$ cat config.mk
export PLATFORM = sky130hd
export DESIGN_NAME = armw_cmd_unit
export DESIGN_NICKNAME = d
export VERILOG_FILES = /design/src/common/armw_pkg.sv /design/src/verilog/armw_wdog.sv /design/src/verilog/armw_cmd_unit.sv
export SDC_FILE = /design/constraint.sdc
export NUM_CORES = 1
export LEC_CHECK = 0
export BUFFER_PORTS_ARGS = -buffer_cell sky130_fd_sc_hd__buf_2
export CORE_ASPECT_RATIO = 0.6
export CORE_MARGIN = 2
export CORE_UTILIZATION = 43
export CTS_CLUSTER_SIZE = 40
export DETAILED_ROUTE_END_ITERATION = 12
export GPL_TIMING_DRIVEN = 0
export PLACE_DENSITY_LB_ADDON = 0.3
export SYNTH_ARGS = -nofsm -noshare
export SYNTH_HDL_FRONTEND = slang
export SYNTH_SLANG_ARGS = --single-unit
$ cat constraint.sdc
create_clock -name SYS_CLK -period 2.6 [get_ports SYS_CLK]
set_input_delay 0.13 -clock SYS_CLK [delete_from_list [all_inputs] [get_ports SYS_CLK]]
set_output_delay 0.13 -clock SYS_CLK [all_outputs]
set_load 0.05 [all_outputs]
$ cat src/common/armw_pkg.sv
// Purpose: Shared constants and types for the attribute read/modify/write command unit
// Assumes: One system clock at 10 MHz, byte-wide command and reply channels
// Notes:   Opcodes double as attribute selectors; reply codes are arbitrary choices

package armw_pkg;

	// Attribute opcodes
	localparam logic [7:0] OPC_SYMBOL     = 8'h20;
	localparam logic [7:0] OPC_BITPORT    = 8'h21;
	localparam logic [7:0] OPC_VOLUME     = 8'h23;
	localparam logic [7:0] OPC_BRIGHTNESS = 8'h24;
	localparam logic [7:0] OPC_WATCHDOG   = 8'h25;
	localparam logic [7:0] OPC_UNLOCK     = 8'h26;
	localparam logic [7:0] OPC_KEY_DELAY  = 8'h28;
	localparam logic [7:0] OPC_KEY_RATE   = 8'h29;
	localparam logic [7:0] OPC_TIME_ZONE  = 8'h2A;
	localparam logic [7:0] OPC_LED_RATIO  = 8'h2B;
	localparam logic [7:0] OPC_DIAG       = 8'h2E;
	localparam logic [7:0] OPC_CONTRAST   = 8'h2F;

	// Reply codes, values arbitrary
	localparam logic [7:0] REPLY_ACK = 8'hFA;
	localparam logic [7:0] REPLY_NAK = 8'hFE;

	// Unlock code for the factory area, ASCII w
	localparam logic [7:0] UNLOCK_CODE = 8'h77;

	// Field positions
	localparam int SYMBOL_LAMPS_W      = 9;
	localparam int BIT_PANEL_POWER     = 1;
	localparam int BIT_SYNC_INVERT_A   = 2;
	localparam int BIT_SYNC_INVERT_B   = 3;
	localparam int BIT_BOOT_ROM_DIS    = 4;
	localparam int BIT_CSYNC_ENABLE    = 5;
	localparam int DIAG_BIT_CMD_SHOW   = 0;
	localparam int DIAG_BIT_KBD_9600   = 1;

	// Reset values
	localparam logic [15:0] RST_SYMBOL   = 16'h0000;
	localparam logic [7:0]  RST_BITPORT  = 8'h02;
	localparam logic [7:0]  RST_WATCHDOG = 8'h00;
	localparam logic [7:0]  RST_BYTE     = 8'h00;

	// Nonvolatile save selectors
	localparam logic [1:0] NV_SEL_VOLUME     = 2'h0;
	localparam logic [1:0] NV_SEL_BRIGHTNESS = 2'h1;
	localparam logic [1:0] NV_SEL_TIME_ZONE  = 2'h2;

	// Timing: watchdog unit is one second
	localparam int CLK_FREQ_HZ    = 10_000_000;
	localparam int WD_UNIT_S      = 1;
	localparam int WD_TICK_CYCLES = CLK_FREQ_HZ * WD_UNIT_S;

	// Command sequencer states
	typedef enum logic [2:0] {
		ST_OPCODE,
		ST_MASK,
		ST_VALUE,
		ST_EXEC,
		ST_REPLY
	} armw_state_t;

endpackage : armw_pkg

$ cat src/verilog/armw_wdog.sv
// Purpose: Host watchdog timer counting whole seconds up to a programmed period
// Assumes: Kick and period come from logic on the same clock
// Notes:   Period zero holds the timer suspended; expiry is a one-cycle pulse

`timescale 1ns/100ps
`default_nettype none

module armw_wdog #(
	parameter int TICK_CYCLES = armw_pkg::WD_TICK_CYCLES
) (
	input  wire logic       clk,
	input  wire logic       rst_b,
	input  wire logic [7:0] period,
	input  wire logic       kick,
	output logic            expire
);
	import armw_pkg::*;

	localparam int TW = $clog2(TICK_CYCLES + 1);
	localparam logic [TW-1:0] TICK_LAST = TW'(TICK_CYCLES - 1);

	typedef struct packed {
		logic [TW-1:0] tick;
		logic [7:0]    secs;
		logic          expire;
	} armw_wdog_t;

	armw_wdog_t state_ff;
	armw_wdog_t nxt_state;

	// Prescaler and second counter
	always_comb begin
		nxt_state        = state_ff;
		nxt_state.expire = 1'b0;
		if (kick || period == 8'h00 || state_ff.expire) begin
			nxt_state.tick = '0;
			nxt_state.secs = 8'h00;
		end else if (state_ff.tick == TICK_LAST) begin
			nxt_state.tick = '0;
			if (state_ff.secs + 8'h01 == period) begin
				nxt_state.expire = 1'b1;
			end else begin
				nxt_state.secs = state_ff.secs + 8'h01;
			end
		end else begin
			nxt_state.tick = state_ff.tick + TW'(1);
		end
	end

	// State register
	always_ff @(posedge clk) begin
		if (!rst_b) begin
			state_ff <= '0;
		end else begin
			state_ff <= nxt_state;
		end
	end

	assign expire = state_ff.expire;

endmodule : armw_wdog

`default_nettype wire

$ cat src/verilog/armw_cmd_unit.sv
// Purpose: Attribute read/modify/write command unit of the system controller
// Assumes: Host command and reply bytes on the same clock; strap pin synchronised here
// Notes:   Symbol attribute is two bytes wide, all others one byte
// Summary of operation
// New attribute equals old AND mask, then exclusive-or with value.
// After the acknowledge, always return the attribute as it was before.
// Host reads an attribute with mask all ones and value zero.
// Host overwrites an attribute with mask zero and the new contents as value.
// Host changes bit n with mask bit n clear and value holding v.
// Symbol attribute lights nine panel symbols; reply has two bytes.
// Bit port bits 1 to 5 drive system control outputs at their levels.
// Bit port resets with panel power high, other control outputs low.
// Volume 0 to 255 drives a potentiometer, saved and restored from storage.
// Brightness 0 to 255 drives a potentiometer, saved and restored from storage.
// Watchdog expiry resets the system and records watchdog as reset cause.
// Watchdog period is the value in seconds; zero suspends it.
// Watchdog attribute is zero after power-up, so watchdog starts suspended.
// Factory area stays write-protected unless unlock attribute holds ASCII w.
// Two keyboard attributes hold autorepeat delay and repeat interval.
// Time zone holds signed half-hour offset, mirrored in nonvolatile storage.
// Mark/space attribute sets the flashing ratio of an indicator LED.
// Diagnostic bit 0 shows command diagnostics, bit 1 forces 9600 baud ports.
// Contrast accepts 0 to 255 and is honoured only on the low-cost variant.
// Frame is opcode, mask, value; two bytes each for symbols, else one.
// New value takes effect in the same transaction that returns the old.

`timescale 1ns/100ps
`default_nettype none

module armw_cmd_unit #(
	parameter int WD_TICK_CYCLES = armw_pkg::WD_TICK_CYCLES
) (
	input  wire logic                                 SYS_CLK,
	input  wire logic                                 RST_B,
	input  wire logic                                 CMD_VALID,
	input  wire logic [7:0]                           CMD_DATA,
	output logic                                      CMD_READY,
	output logic                                      RSP_VALID,
	output logic [7:0]                                RSP_DATA,
	input  wire logic                                 RSP_READY,
	input  wire logic [7:0]                           NV_VOLUME,
	input  wire logic [7:0]                           NV_BRIGHTNESS,
	input  wire logic [7:0]                           NV_TIME_ZONE,
	output logic                                      NV_WRITE,
	output logic [1:0]                                NV_WRITE_SEL,
	output logic [7:0]                                NV_WRITE_DATA,
	input  wire logic                                 LOW_COST_VARIANT,
	output logic [armw_pkg::SYMBOL_LAMPS_W-1:0]       SYMBOL_LAMPS,
	output logic                                      PANEL_POWER_OUT,
	output logic                                      MONITOR_SYNC_INVERT_A,
	output logic                                      MONITOR_SYNC_INVERT_B,
	output logic                                      BOOT_ROM_DISABLE,
	output logic                                      COMPOSITE_SYNC_ENABLE,
	output logic [7:0]                                SPEAKER_VOLUME,
	output logic [7:0]                                PANEL_BRIGHTNESS,
	output logic                                      FACTORY_WRITE_ENABLE,
	output logic [7:0]                                KEY_REPEAT_DELAY,
	output logic [7:0]                                KEY_REPEAT_INTERVAL,
	output logic [7:0]                                TIME_ZONE_OFFSET,
	output logic [7:0]                                LED_FLASH_RATIO,
	output logic                                      DIAG_CMD_DISPLAY,
	output logic                                      DIAG_KBD_9600,
	output logic [7:0]                                SCREEN_CONTRAST,
	output logic                                      SYSTEM_RESET_OUT,
	output logic                                      WDOG_RESET_CAUSE,
	input  wire logic                                 RESET_CAUSE_CLR
);
	import armw_pkg::*;

	typedef struct packed {
		armw_state_t state;
		logic [7:0]  opcode;
		logic        two_byte;
		logic        byte_cnt;
		logic [15:0] mask;
		logic [15:0] value;
		logic [15:0] old;
		logic [1:0]  rem;
		logic [7:0]  rsp_data;
		logic        restored;
		logic        variant_s1;
		logic        variant_s2;
		logic [15:0] symbol;
		logic [7:0]  bitport;
		logic [7:0]  volume;
		logic [7:0]  brightness;
		logic [7:0]  watchdog;
		logic [7:0]  unlock;
		logic [7:0]  key_delay;
		logic [7:0]  key_rate;
		logic [7:0]  time_zone;
		logic [7:0]  led_ratio;
		logic [7:0]  diag;
		logic [7:0]  contrast;
		logic [7:0]  contrast_out;
		logic        factory_we;
		logic        nv_write;
		logic [1:0]  nv_sel;
		logic [7:0]  nv_data;
		logic        wd_cause;
	} armw_regs_t;

	armw_regs_t  state_ff;
	armw_regs_t  nxt_state;
	logic        wd_kick;
	logic        wd_expire;
	logic [15:0] old_v;
	logic [15:0] new_v;

	// True for every opcode that names an attribute
	function automatic logic is_attr(input logic [7:0] opc);
		case (opc)
			OPC_SYMBOL, OPC_BITPORT, OPC_VOLUME, OPC_BRIGHTNESS,
			OPC_WATCHDOG, OPC_UNLOCK, OPC_KEY_DELAY, OPC_KEY_RATE,
			OPC_TIME_ZONE, OPC_LED_RATIO, OPC_DIAG, OPC_CONTRAST: is_attr = 1'b1;
			default: is_attr = 1'b0;
		endcase
	endfunction : is_attr

	// Watchdog timer, kicked by any command on its attribute
	armw_wdog #(
		.TICK_CYCLES (WD_TICK_CYCLES)
	) u_wdog (
		.clk    (SYS_CLK),
		.rst_b  (RST_B),
		.period (state_ff.watchdog),
		.kick   (wd_kick),
		.expire (wd_expire)
	);

	assign wd_kick = (state_ff.state == ST_EXEC) && (state_ff.opcode == OPC_WATCHDOG);

	// Old contents of the addressed attribute
	always_comb begin
		case (state_ff.opcode)
			OPC_SYMBOL:     old_v = state_ff.symbol;
			OPC_BITPORT:    old_v = {8'h00, state_ff.bitport};
			OPC_VOLUME:     old_v = {8'h00, state_ff.volume};
			OPC_BRIGHTNESS: old_v = {8'h00, state_ff.brightness};
			OPC_WATCHDOG:   old_v = {8'h00, state_ff.watchdog};
			OPC_UNLOCK:     old_v = {8'h00, state_ff.unlock};
			OPC_KEY_DELAY:  old_v = {8'h00, state_ff.key_delay};
			OPC_KEY_RATE:   old_v = {8'h00, state_ff.key_rate};
			OPC_TIME_ZONE:  old_v = {8'h00, state_ff.time_zone};
			OPC_LED_RATIO:  old_v = {8'h00, state_ff.led_ratio};
			OPC_DIAG:       old_v = {8'h00, state_ff.diag};
			OPC_CONTRAST:   old_v = {8'h00, state_ff.contrast};
			default:        old_v = 16'h0000;
		endcase
	end

	// Read/modify/write combination
	assign new_v = (old_v & state_ff.mask) ^ state_ff.value;

	// Command sequencer and attribute update
	always_comb begin
		nxt_state            = state_ff;
		nxt_state.nv_write   = 1'b0;
		nxt_state.variant_s1 = LOW_COST_VARIANT;
		nxt_state.variant_s2 = state_ff.variant_s1;

		// Reload saved settings once after reset
		if (!state_ff.restored) begin
			nxt_state.volume     = NV_VOLUME;
			nxt_state.brightness = NV_BRIGHTNESS;
			nxt_state.time_zone  = NV_TIME_ZONE;
			nxt_state.restored   = 1'b1;
		end

		case (state_ff.state)
			ST_OPCODE: begin
				if (CMD_VALID) begin
					nxt_state.opcode   = CMD_DATA;
					nxt_state.two_byte = (CMD_DATA == OPC_SYMBOL);
					nxt_state.byte_cnt = (CMD_DATA == OPC_SYMBOL);
					nxt_state.mask     = 16'h0000;
					nxt_state.value    = 16'h0000;
					if (is_attr(CMD_DATA)) begin
						nxt_state.state = ST_MASK;
					end else begin
						nxt_state.rsp_data = REPLY_NAK;
						nxt_state.rem      = 2'd0;
						nxt_state.state    = ST_REPLY;
					end
				end
			end
			ST_MASK: begin
				if (CMD_VALID) begin
					nxt_state.mask = {state_ff.mask[7:0], CMD_DATA};
					if (state_ff.byte_cnt) begin
						nxt_state.byte_cnt = 1'b0;
					end else begin
						nxt_state.byte_cnt = state_ff.two_byte;
						nxt_state.state    = ST_VALUE;
					end
				end
			end
			ST_VALUE: begin
				if (CMD_VALID) begin
					nxt_state.value = {state_ff.value[7:0], CMD_DATA};
					if (state_ff.byte_cnt) begin
						nxt_state.byte_cnt = 1'b0;
					end else begin
						nxt_state.state = ST_EXEC;
					end
				end
			end
			ST_EXEC: begin
				nxt_state.old      = old_v;
				nxt_state.rsp_data = REPLY_ACK;
				nxt_state.rem      = state_ff.two_byte ? 2'd2 : 2'd1;
				nxt_state.state    = ST_REPLY;
				// Store the new value now, at the same edge that opens the reply
				case (state_ff.opcode)
					OPC_SYMBOL:     nxt_state.symbol = new_v;
					OPC_BITPORT:    nxt_state.bitport = new_v[7:0];
					OPC_VOLUME: begin
						nxt_state.volume   = new_v[7:0];
						nxt_state.nv_write = 1'b1;
						nxt_state.nv_sel   = NV_SEL_VOLUME;
						nxt_state.nv_data  = new_v[7:0];
					end
					OPC_BRIGHTNESS: begin
						nxt_state.brightness = new_v[7:0];
						nxt_state.nv_write   = 1'b1;
						nxt_state.nv_sel     = NV_SEL_BRIGHTNESS;
						nxt_state.nv_data    = new_v[7:0];
					end
					OPC_WATCHDOG:   nxt_state.watchdog = new_v[7:0];
					OPC_UNLOCK:     nxt_state.unlock = new_v[7:0];
					OPC_KEY_DELAY:  nxt_state.key_delay = new_v[7:0];
					OPC_KEY_RATE:   nxt_state.key_rate = new_v[7:0];
					OPC_TIME_ZONE: begin
						nxt_state.time_zone = new_v[7:0];
						nxt_state.nv_write  = 1'b1;
						nxt_state.nv_sel    = NV_SEL_TIME_ZONE;
						nxt_state.nv_data   = new_v[7:0];
					end
					OPC_LED_RATIO:  nxt_state.led_ratio = new_v[7:0];
					OPC_DIAG:       nxt_state.diag = new_v[7:0];
					OPC_CONTRAST:   nxt_state.contrast = new_v[7:0];
					default:        nxt_state.state = ST_REPLY;
				endcase
			end
			ST_REPLY: begin
				// Acknowledge first, then old contents high byte first
				if (RSP_READY) begin
					if (state_ff.rem == 2'd0) begin
						nxt_state.state = ST_OPCODE;
					end else begin
						nxt_state.rsp_data = (state_ff.rem == 2'd2) ?
							state_ff.old[15:8] : state_ff.old[7:0];
						nxt_state.rem = state_ff.rem - 2'd1;
					end
				end
			end
			default: nxt_state.state = ST_OPCODE;
		endcase

		// Derived outputs follow the stored attributes
		nxt_state.factory_we   = (nxt_state.unlock == UNLOCK_CODE);
		nxt_state.contrast_out = state_ff.variant_s2 ? nxt_state.contrast : RST_BYTE;

		// Reset cause: expiry wins over a clear in the same cycle
		if (wd_expire) begin
			nxt_state.wd_cause = 1'b1;
		end else if (RESET_CAUSE_CLR) begin
			nxt_state.wd_cause = 1'b0;
		end
	end

	// State register, all control state defined at reset
	always_ff @(posedge SYS_CLK) begin
		if (!RST_B) begin
			state_ff            <= '0;
			state_ff.state      <= ST_OPCODE;
			state_ff.symbol     <= RST_SYMBOL;
			state_ff.bitport    <= RST_BITPORT;
			state_ff.volume     <= RST_BYTE;
			state_ff.brightness <= RST_BYTE;
			state_ff.watchdog   <= RST_WATCHDOG;
			state_ff.unlock     <= RST_BYTE;
			state_ff.key_delay  <= RST_BYTE;
			state_ff.key_rate   <= RST_BYTE;
			state_ff.time_zone  <= RST_BYTE;
			state_ff.led_ratio  <= RST_BYTE;
			state_ff.diag       <= RST_BYTE;
			state_ff.contrast   <= RST_BYTE;
		end else begin
			state_ff <= nxt_state;
		end
	end

	// Handshakes
	assign CMD_READY = (state_ff.state == ST_OPCODE) || (state_ff.state == ST_MASK) ||
		(state_ff.state == ST_VALUE);
	assign RSP_VALID = (state_ff.state == ST_REPLY);
	assign RSP_DATA  = state_ff.rsp_data;

	// Nonvolatile save strobe
	assign NV_WRITE      = state_ff.nv_write;
	assign NV_WRITE_SEL  = state_ff.nv_sel;
	assign NV_WRITE_DATA = state_ff.nv_data;

	// Controlled functions
	assign SYMBOL_LAMPS          = state_ff.symbol[SYMBOL_LAMPS_W-1:0];
	assign PANEL_POWER_OUT       = state_ff.bitport[BIT_PANEL_POWER];
	assign MONITOR_SYNC_INVERT_A = state_ff.bitport[BIT_SYNC_INVERT_A];
	assign MONITOR_SYNC_INVERT_B = state_ff.bitport[BIT_SYNC_INVERT_B];
	assign BOOT_ROM_DISABLE      = state_ff.bitport[BIT_BOOT_ROM_DIS];
	assign COMPOSITE_SYNC_ENABLE = state_ff.bitport[BIT_CSYNC_ENABLE];
	assign SPEAKER_VOLUME        = state_ff.volume;
	assign PANEL_BRIGHTNESS      = state_ff.brightness;
	assign FACTORY_WRITE_ENABLE  = state_ff.factory_we;
	assign KEY_REPEAT_DELAY      = state_ff.key_delay;
	assign KEY_REPEAT_INTERVAL   = state_ff.key_rate;
	assign TIME_ZONE_OFFSET      = state_ff.time_zone;
	assign LED_FLASH_RATIO       = state_ff.led_ratio;
	assign DIAG_CMD_DISPLAY      = state_ff.diag[DIAG_BIT_CMD_SHOW];
	assign DIAG_KBD_9600         = state_ff.diag[DIAG_BIT_KBD_9600];
	assign SCREEN_CONTRAST       = state_ff.contrast_out;
	assign SYSTEM_RESET_OUT      = wd_expire;
	assign WDOG_RESET_CAUSE      = state_ff.wd_cause;

endmodule : armw_cmd_unit

`default_nettype wire

; Word-level counts from Yosys, hierarchy flattened
; Index checks and enable logic that the tools add are counted.
[op_classes]
addsub = 3
eq_ne = 41
muxes = 49
bitwise = 5
n_reduce_logical = 35
[op_table]
columns = cell, n
row1 = "8-bit by 6-bit equality test with 1-bit output, second input constant", 24
row2 = 16-bit case mux with 12 select lines, 1
row3 = 128-bit 2-to-1 mux, 1
row4 = 8-bit 2-to-1 mux, 14
row5 = 104-bit 2-to-1 mux, 1
row6 = 16-bit case mux with 2 select lines, 2
row7 = 16-bit 2-to-1 mux, 3
row8 = 45-bit 2-to-1 mux, 1
row9 = 10-bit 2-to-1 mux, 4
row10 = 11-bit case mux with 3 select lines, 1
row11 = 10-bit case mux with 3 select lines, 1
row12 = "24-bit by 1-bit adder with 24-bit output, second input constant", 1
row13 = "24-bit equality test, second input constant", 1
row14 = 2-bit AND reduction, 12
row15 = 3-bit 2-to-1 mux, 7
row16 = 17-bit 2-to-1 mux, 1
row17 = 16-bit bitwise AND, 1
row18 = 16-bit bitwise XOR, 1
row19 = 3-bit case mux with 5 select lines, 1
row20 = "2-bit inequality test, second input constant", 7
row21 = 12-bit OR reduction, 1
row22 = 11-bit 2-to-1 mux, 1
row23 = 3-bit nonzero test, 3
row24 = "8-bit by 1-bit adder with 8-bit output, second input constant", 1
row25 = 24 further kinds, 42
[word_totals]
ff_bits = 232
input_bits = 38
out_inout_bits = 96
elab_cells = 166

; Longest topological paths before layout
[depth]
word_depth = 8
depth_mapped = 11
mapped_depth_nobuf = 8

; By module
; From an unflattened synthesis, not the netlist that was laid out.
[unflattened]
cells_unflattened = 1342
hier_area_um2 = 11522.3
[modules_own_cells]
columns = module, n_inst, cells_per_inst, area_per_inst_um2, seq_area_each_um2
row1 = armw_cmd_unit, 1, 1102, 9525.4, 3983.8
row2 = armw_wdog, 1, 240, 1996.9, 660.6

; Least setup slack after synthesis
; No wires, ideal clock.
[synth_path]
path_type = register to register
start = reg state_ff[191] (netlist name)
end = reg state_ff, in the netlist FACTORY_WRITE_ENABLE
setup_ns = 0.087
t_arrival_ns = 2.654
required_ns = 2.513
setup_slack_ns = -0.141
path_stages_with_launch = 10
path_buffers = 2
period_less_slack_ns = 2.741
path_cell_list = dfxtp_1 clkbuf_1 nor2_1 and3_1 clkbuf_1 a2111oi_0 a31oi_4 xor2_2 or4b_1 a221oi_2
[synth_via]
elab_chain_cells = 7
word_cells_on_any_way = 18
cone_classes = eq/ne (13) / mux (3) / bitwise (2)
[synth_lines]
columns = item, line_no
row1 = from (decl), armw_cmd_unit.sv:103  ; armw_regs_t state_ff;
row2 = from (signal assigned), armw_cmd_unit.sv:290  ; state_ff <= nxt_state;
row3 = "8-bit by 6-bit equality test with 1-bit output, on equally long branches", "armw_cmd_unit.sv:135, armw_cmd_unit.sv:214"
row4 = 16-bit case mux with 12 select lines, armw_cmd_unit.sv:135  ; case (state_ff.opcode)
row5 = 16-bit bitwise AND, armw_cmd_unit.sv:153  ; assign new_v = (old_v & state_ff.mask) ^ state_ff.value;
row6 = 16-bit bitwise XOR, armw_cmd_unit.sv:153
row7 = 8-bit 2-to-1 mux *, armw_cmd_unit.sv:214  ; case (state_ff.opcode)
row8 = 104-bit 2-to-1 mux *, armw_cmd_unit.sv:170  ; case (state_ff.state)
row9 = 8-bit by 7-bit equality test with 1-bit output *, armw_cmd_unit.sv:261  ; nxt_state.factory_we = (nxt_state.unlock == UNLOCK_CODE);
; Every way passes the cells marked *; elsewhere a longest branch is shown, timed or not.
; A chain may end at the register's enable or synchronous reset.

; Final worst setup path
[layout_path]
start = reg state_ff[192] (netlist name)
end = reg state_ff, in the netlist FACTORY_WRITE_ENABLE
; The elaborated chain is that of the path after synthesis.

==> results.cfg <==
[placement]
placed_cell_area_mm2 = 0.0123
dp.cells = 1811
gp_congestion = 1.01
hpwlAfterDp_um = 31600
io_buffers = 133

[sta]
hold_slack_ns = 0.00783
finalMaxSlewViolations = 0
rsz0062_at_grt = true
slew_headroom_pct = 33.7
fin_crit_ns = 3.01
setup_violations = 93
finalCritPeriodShare_pct = 116
tightest_slew_ns = 0.995
fin_ws_ns = -0.412
max_freq_mhz = 332
finalHoldViolCount = 0
skew_ns = 0.00909

[synthesis]
netlist_area_mm2 = 0.0112
synth_top_flop_cell = dfxtp_1
ys_warn_count = 0
syn_area_per_cell_um2 = 8.43
synthCells = 1326
ys_seq_elements = 232
synth-edff-count = 0
yosysUniqueCellTypes = 71
ys_seq_area_share_pct = 41.6
synthArstFlopShare_pct = 0
syn-num-nets = 1368

[power_and_ir_drop]
max-vdd-ir-drop_v = 0.000317
p_leak_nw = 5.83
power_density_mw_per_mm2 = 551

[clock_network]
cts.clk_slew.worst_paths_ns = 0.07
clk_path_buf_depth = 3
cts.sink_count = 232
cts_max_level = 1
cts_buffers = 23
cts_tree = done
cts_root_buf = clkbuf_16
clk_latency_ns = 0.53

[global_routing]
grt_pass1_wl_um = 63500
gr-total-overflow = 0
grt_pass1_vias = 10021
antenna_found_initial = 2
grt_use_total_pct = 31.3
grt_max_degree = 17

[setup_path]
rrSetupSlack_ns = -0.41
end_kind = flip-flop
critical_path_arrival_ns = 3.42
r2r-end = FACTORY_WRITE_ENABLE
reg2reg_depth = 9
crit_path_start = state_ff[192]
critPathMaxFanout = 7
cp-endpoint = FACTORY_WRITE_ENABLE
worstSetupStartpointType = flip-flop
required_ns = 3.01
crit_type = reg -> reg
rr_startpoint = state_ff[192]

[layout]
fin_area_mm2 = 0.0153
nets = 1596
area_growth_pct = 36.9
drive_above_1_share_pct = 32.4
ff_latch_area_mm2 = 0.00466
layout.cells.non_filler = 1925
fill_cells = 2247
multi_input_area_mm2 = 0.00645

[drt]
routedWlPerCell_um = 23.0
drt-initial-drc-count = 1184
wl_um = 44300
drc = 0
antenna_left = 0
drtPass1Iterations = 6
routed-via-count = 11162
via_per_inst = 5.80

[job]
drv_cap = 0

[floorplanning]
rows = 45
die_area_mm2 = 0.0273
dieHeight_um = 129
coreArea_mm2 = 0.0254
io_pins = 134
die_w_um = 212
initial_core_util_pct = 44.0

[status]
status = finished with violations
violations = setup timing

[hold_path]
hold_path.class = in -> reg
-- flip-flops by register name (all words and copies together), names as in the netlist, 2 cells and up --
signal and flops:
PANEL_BRIGHTNESS 8, NV_WRITE_DATA 8, u_wdog.state_ff 32, KEY_REPEAT_DELAY 8, LED_FLASH_RATIO 8, RSP_DATA 8, SYMBOL_LAMPS 9, NV_WRITE_SEL 2
SPEAKER_VOLUME 8, KEY_REPEAT_INTERVAL 8, state_ff 105, SCREEN_CONTRAST 8, TIME_ZONE_OFFSET 8
-- area by class of cell --
class	instances	area share [%]
sequential	232	30.5
buffer	172	7.84
clock inverter	17	1.86
multi-input combinational	887	42.2
inverter	32	0.785
timing repair buffer	206	10.0
tap	352	2.88
antenna	2	0.0327
clock buffer	25	3.94
-- layer usage --
layer / GRT usage, % / share of wire (%) / vias to the layer above
met1: 48.9 / 47 / 5385
met5: 0 / 0.020 / -
li1: - / - / 5064
met2: 40.4 / 37 / 627
met3: 10.2 / 14 / 84
met4: 6.59 / 1.9 / 2
-- cells by family (layout without fill, tap and decap cells) --
| kind of cell | count (synthesis) | count (layout) | synth area share, % |
|---|---|---|---|
| compound gates | 247 | 247 | 15.1 |
| xor+xnor | 46 | 47 | 3.67 |
| fa+ha+maj | 4 | 4 | 0.448 |
| buf+inv | 208 | 452 | 10.0 |
| flops | 232 | 232 | 41.6 |
| mux | 76 | 76 | 7.01 |
| other cells | 0 | 2 | 0 |
| simple gates | 513 | 513 | 22.2 |
-- critical path, stage by stage (launching register included) --
cell,delay (ns)
dfxtp_2,0.34
or4b_4,0.55
buf_12,0.17
buf_12,0.14
nor4b_4,0.29
o21ai_2,0.12
a31oi_4,0.23
xor2_4,0.18
or4b_4,0.49
a221oi_4,0.37
-- timing repair --
action                                  CTS  global route
endpoints found under the setup margin  161           151
hold endpoints to repair                 40             0
cloned                                    6             2
resized for setup                       194           110
pin swaps                                31            35
setup buffers                            30            14
hold buffers                             25             0
-- how the worst min path moves through the flow --
stage,cells after the start,slack (ns),startpoint,to
global route,4,0.03,NV_VOLUME[7],SPEAKER_VOLUME[7]
floorplan,0,0.16,RST_B,state_ff[127]
finish,4,0.008,CMD_DATA[2],state_ff[187]
CTS,4,0.004,CMD_DATA[2],state_ff[187]
detailed placement,2,0.34,LOW_COST_VARIANT,nxt_state[125]
global placement,2,0.34,LOW_COST_VARIANT,nxt_state[125]
-- stage by stage --
stage          utilization (%)  total power, W  setup TNS [ns]  worst slack, ns
6_report                  60.2         0.00843          -15.18           -0.412
3_5_place_dp              48.5         0.00443         -144.05            -1.48
3_3_place_gp              48.4         0.00443         -143.54            -1.51
5_1_grt                   60.2         0.00863          -17.48           -0.416
4_1_cts                   58.0         0.00839          -14.73           -0.358
2_1_floorplan                -         0.00420         -0.0400          -0.0400
-- layout by cell type (no fill, tap or decap), types with 17 or more instances in the layout --
| cell type | n |
|---|---|
| a211oi_1 | 44 |
| a211oi_2 | 33 |
| a21oi_1 | 66 |
| buf_2 | 137 |
| buf_4 | 114 |
| clkbuf_1 | 44 |
| clkbuf_16 | 28 |
| dfxtp_1 | 226 |
| dlygate4sd3_1 | 25 |
| inv_1 | 30 |
| mux2i_1 | 59 |
| nand2_1 | 94 |
| nand3_1 | 59 |
| nand4_1 | 26 |
| nor2_1 | 173 |
| o21ai_0 | 22 |
| xnor2_1 | 21 |
| xor2_1 | 17 |
-- power by group --
group | total, W | internal, W | switching [W]
registers | 0.00367 | 0.00360 | 0.0000645
clock network | 0.00393 | 0.00239 | 0.00154
logic | 0.000835 | 0.000286 | 0.000548
total | 0.00843 | 0.00628 | 0.00215
-- cells in the mapped netlist (all sizes together) (11+ instances only) --
master | count | area (um^2)
a211oi | 80 | 601
a21oi | 71 | 355
and2 | 11 | 68.8
and3 | 13 | 81.3
buf | 105 | 732
clkbuf | 71 | 267
dfxtp | 232 | 4640
inv | 31 | 116
mux2i | 67 | 671
nand2 | 99 | 372
nand3 | 61 | 305
nand4 | 26 | 163
nor2 | 195 | 732
nor2b | 16 | 100
nor3 | 28 | 145
o21ai | 27 | 139
xnor2 | 24 | 210
xor2 | 22 | 200
Note: power is estimated with default switching activity, not from simulation.
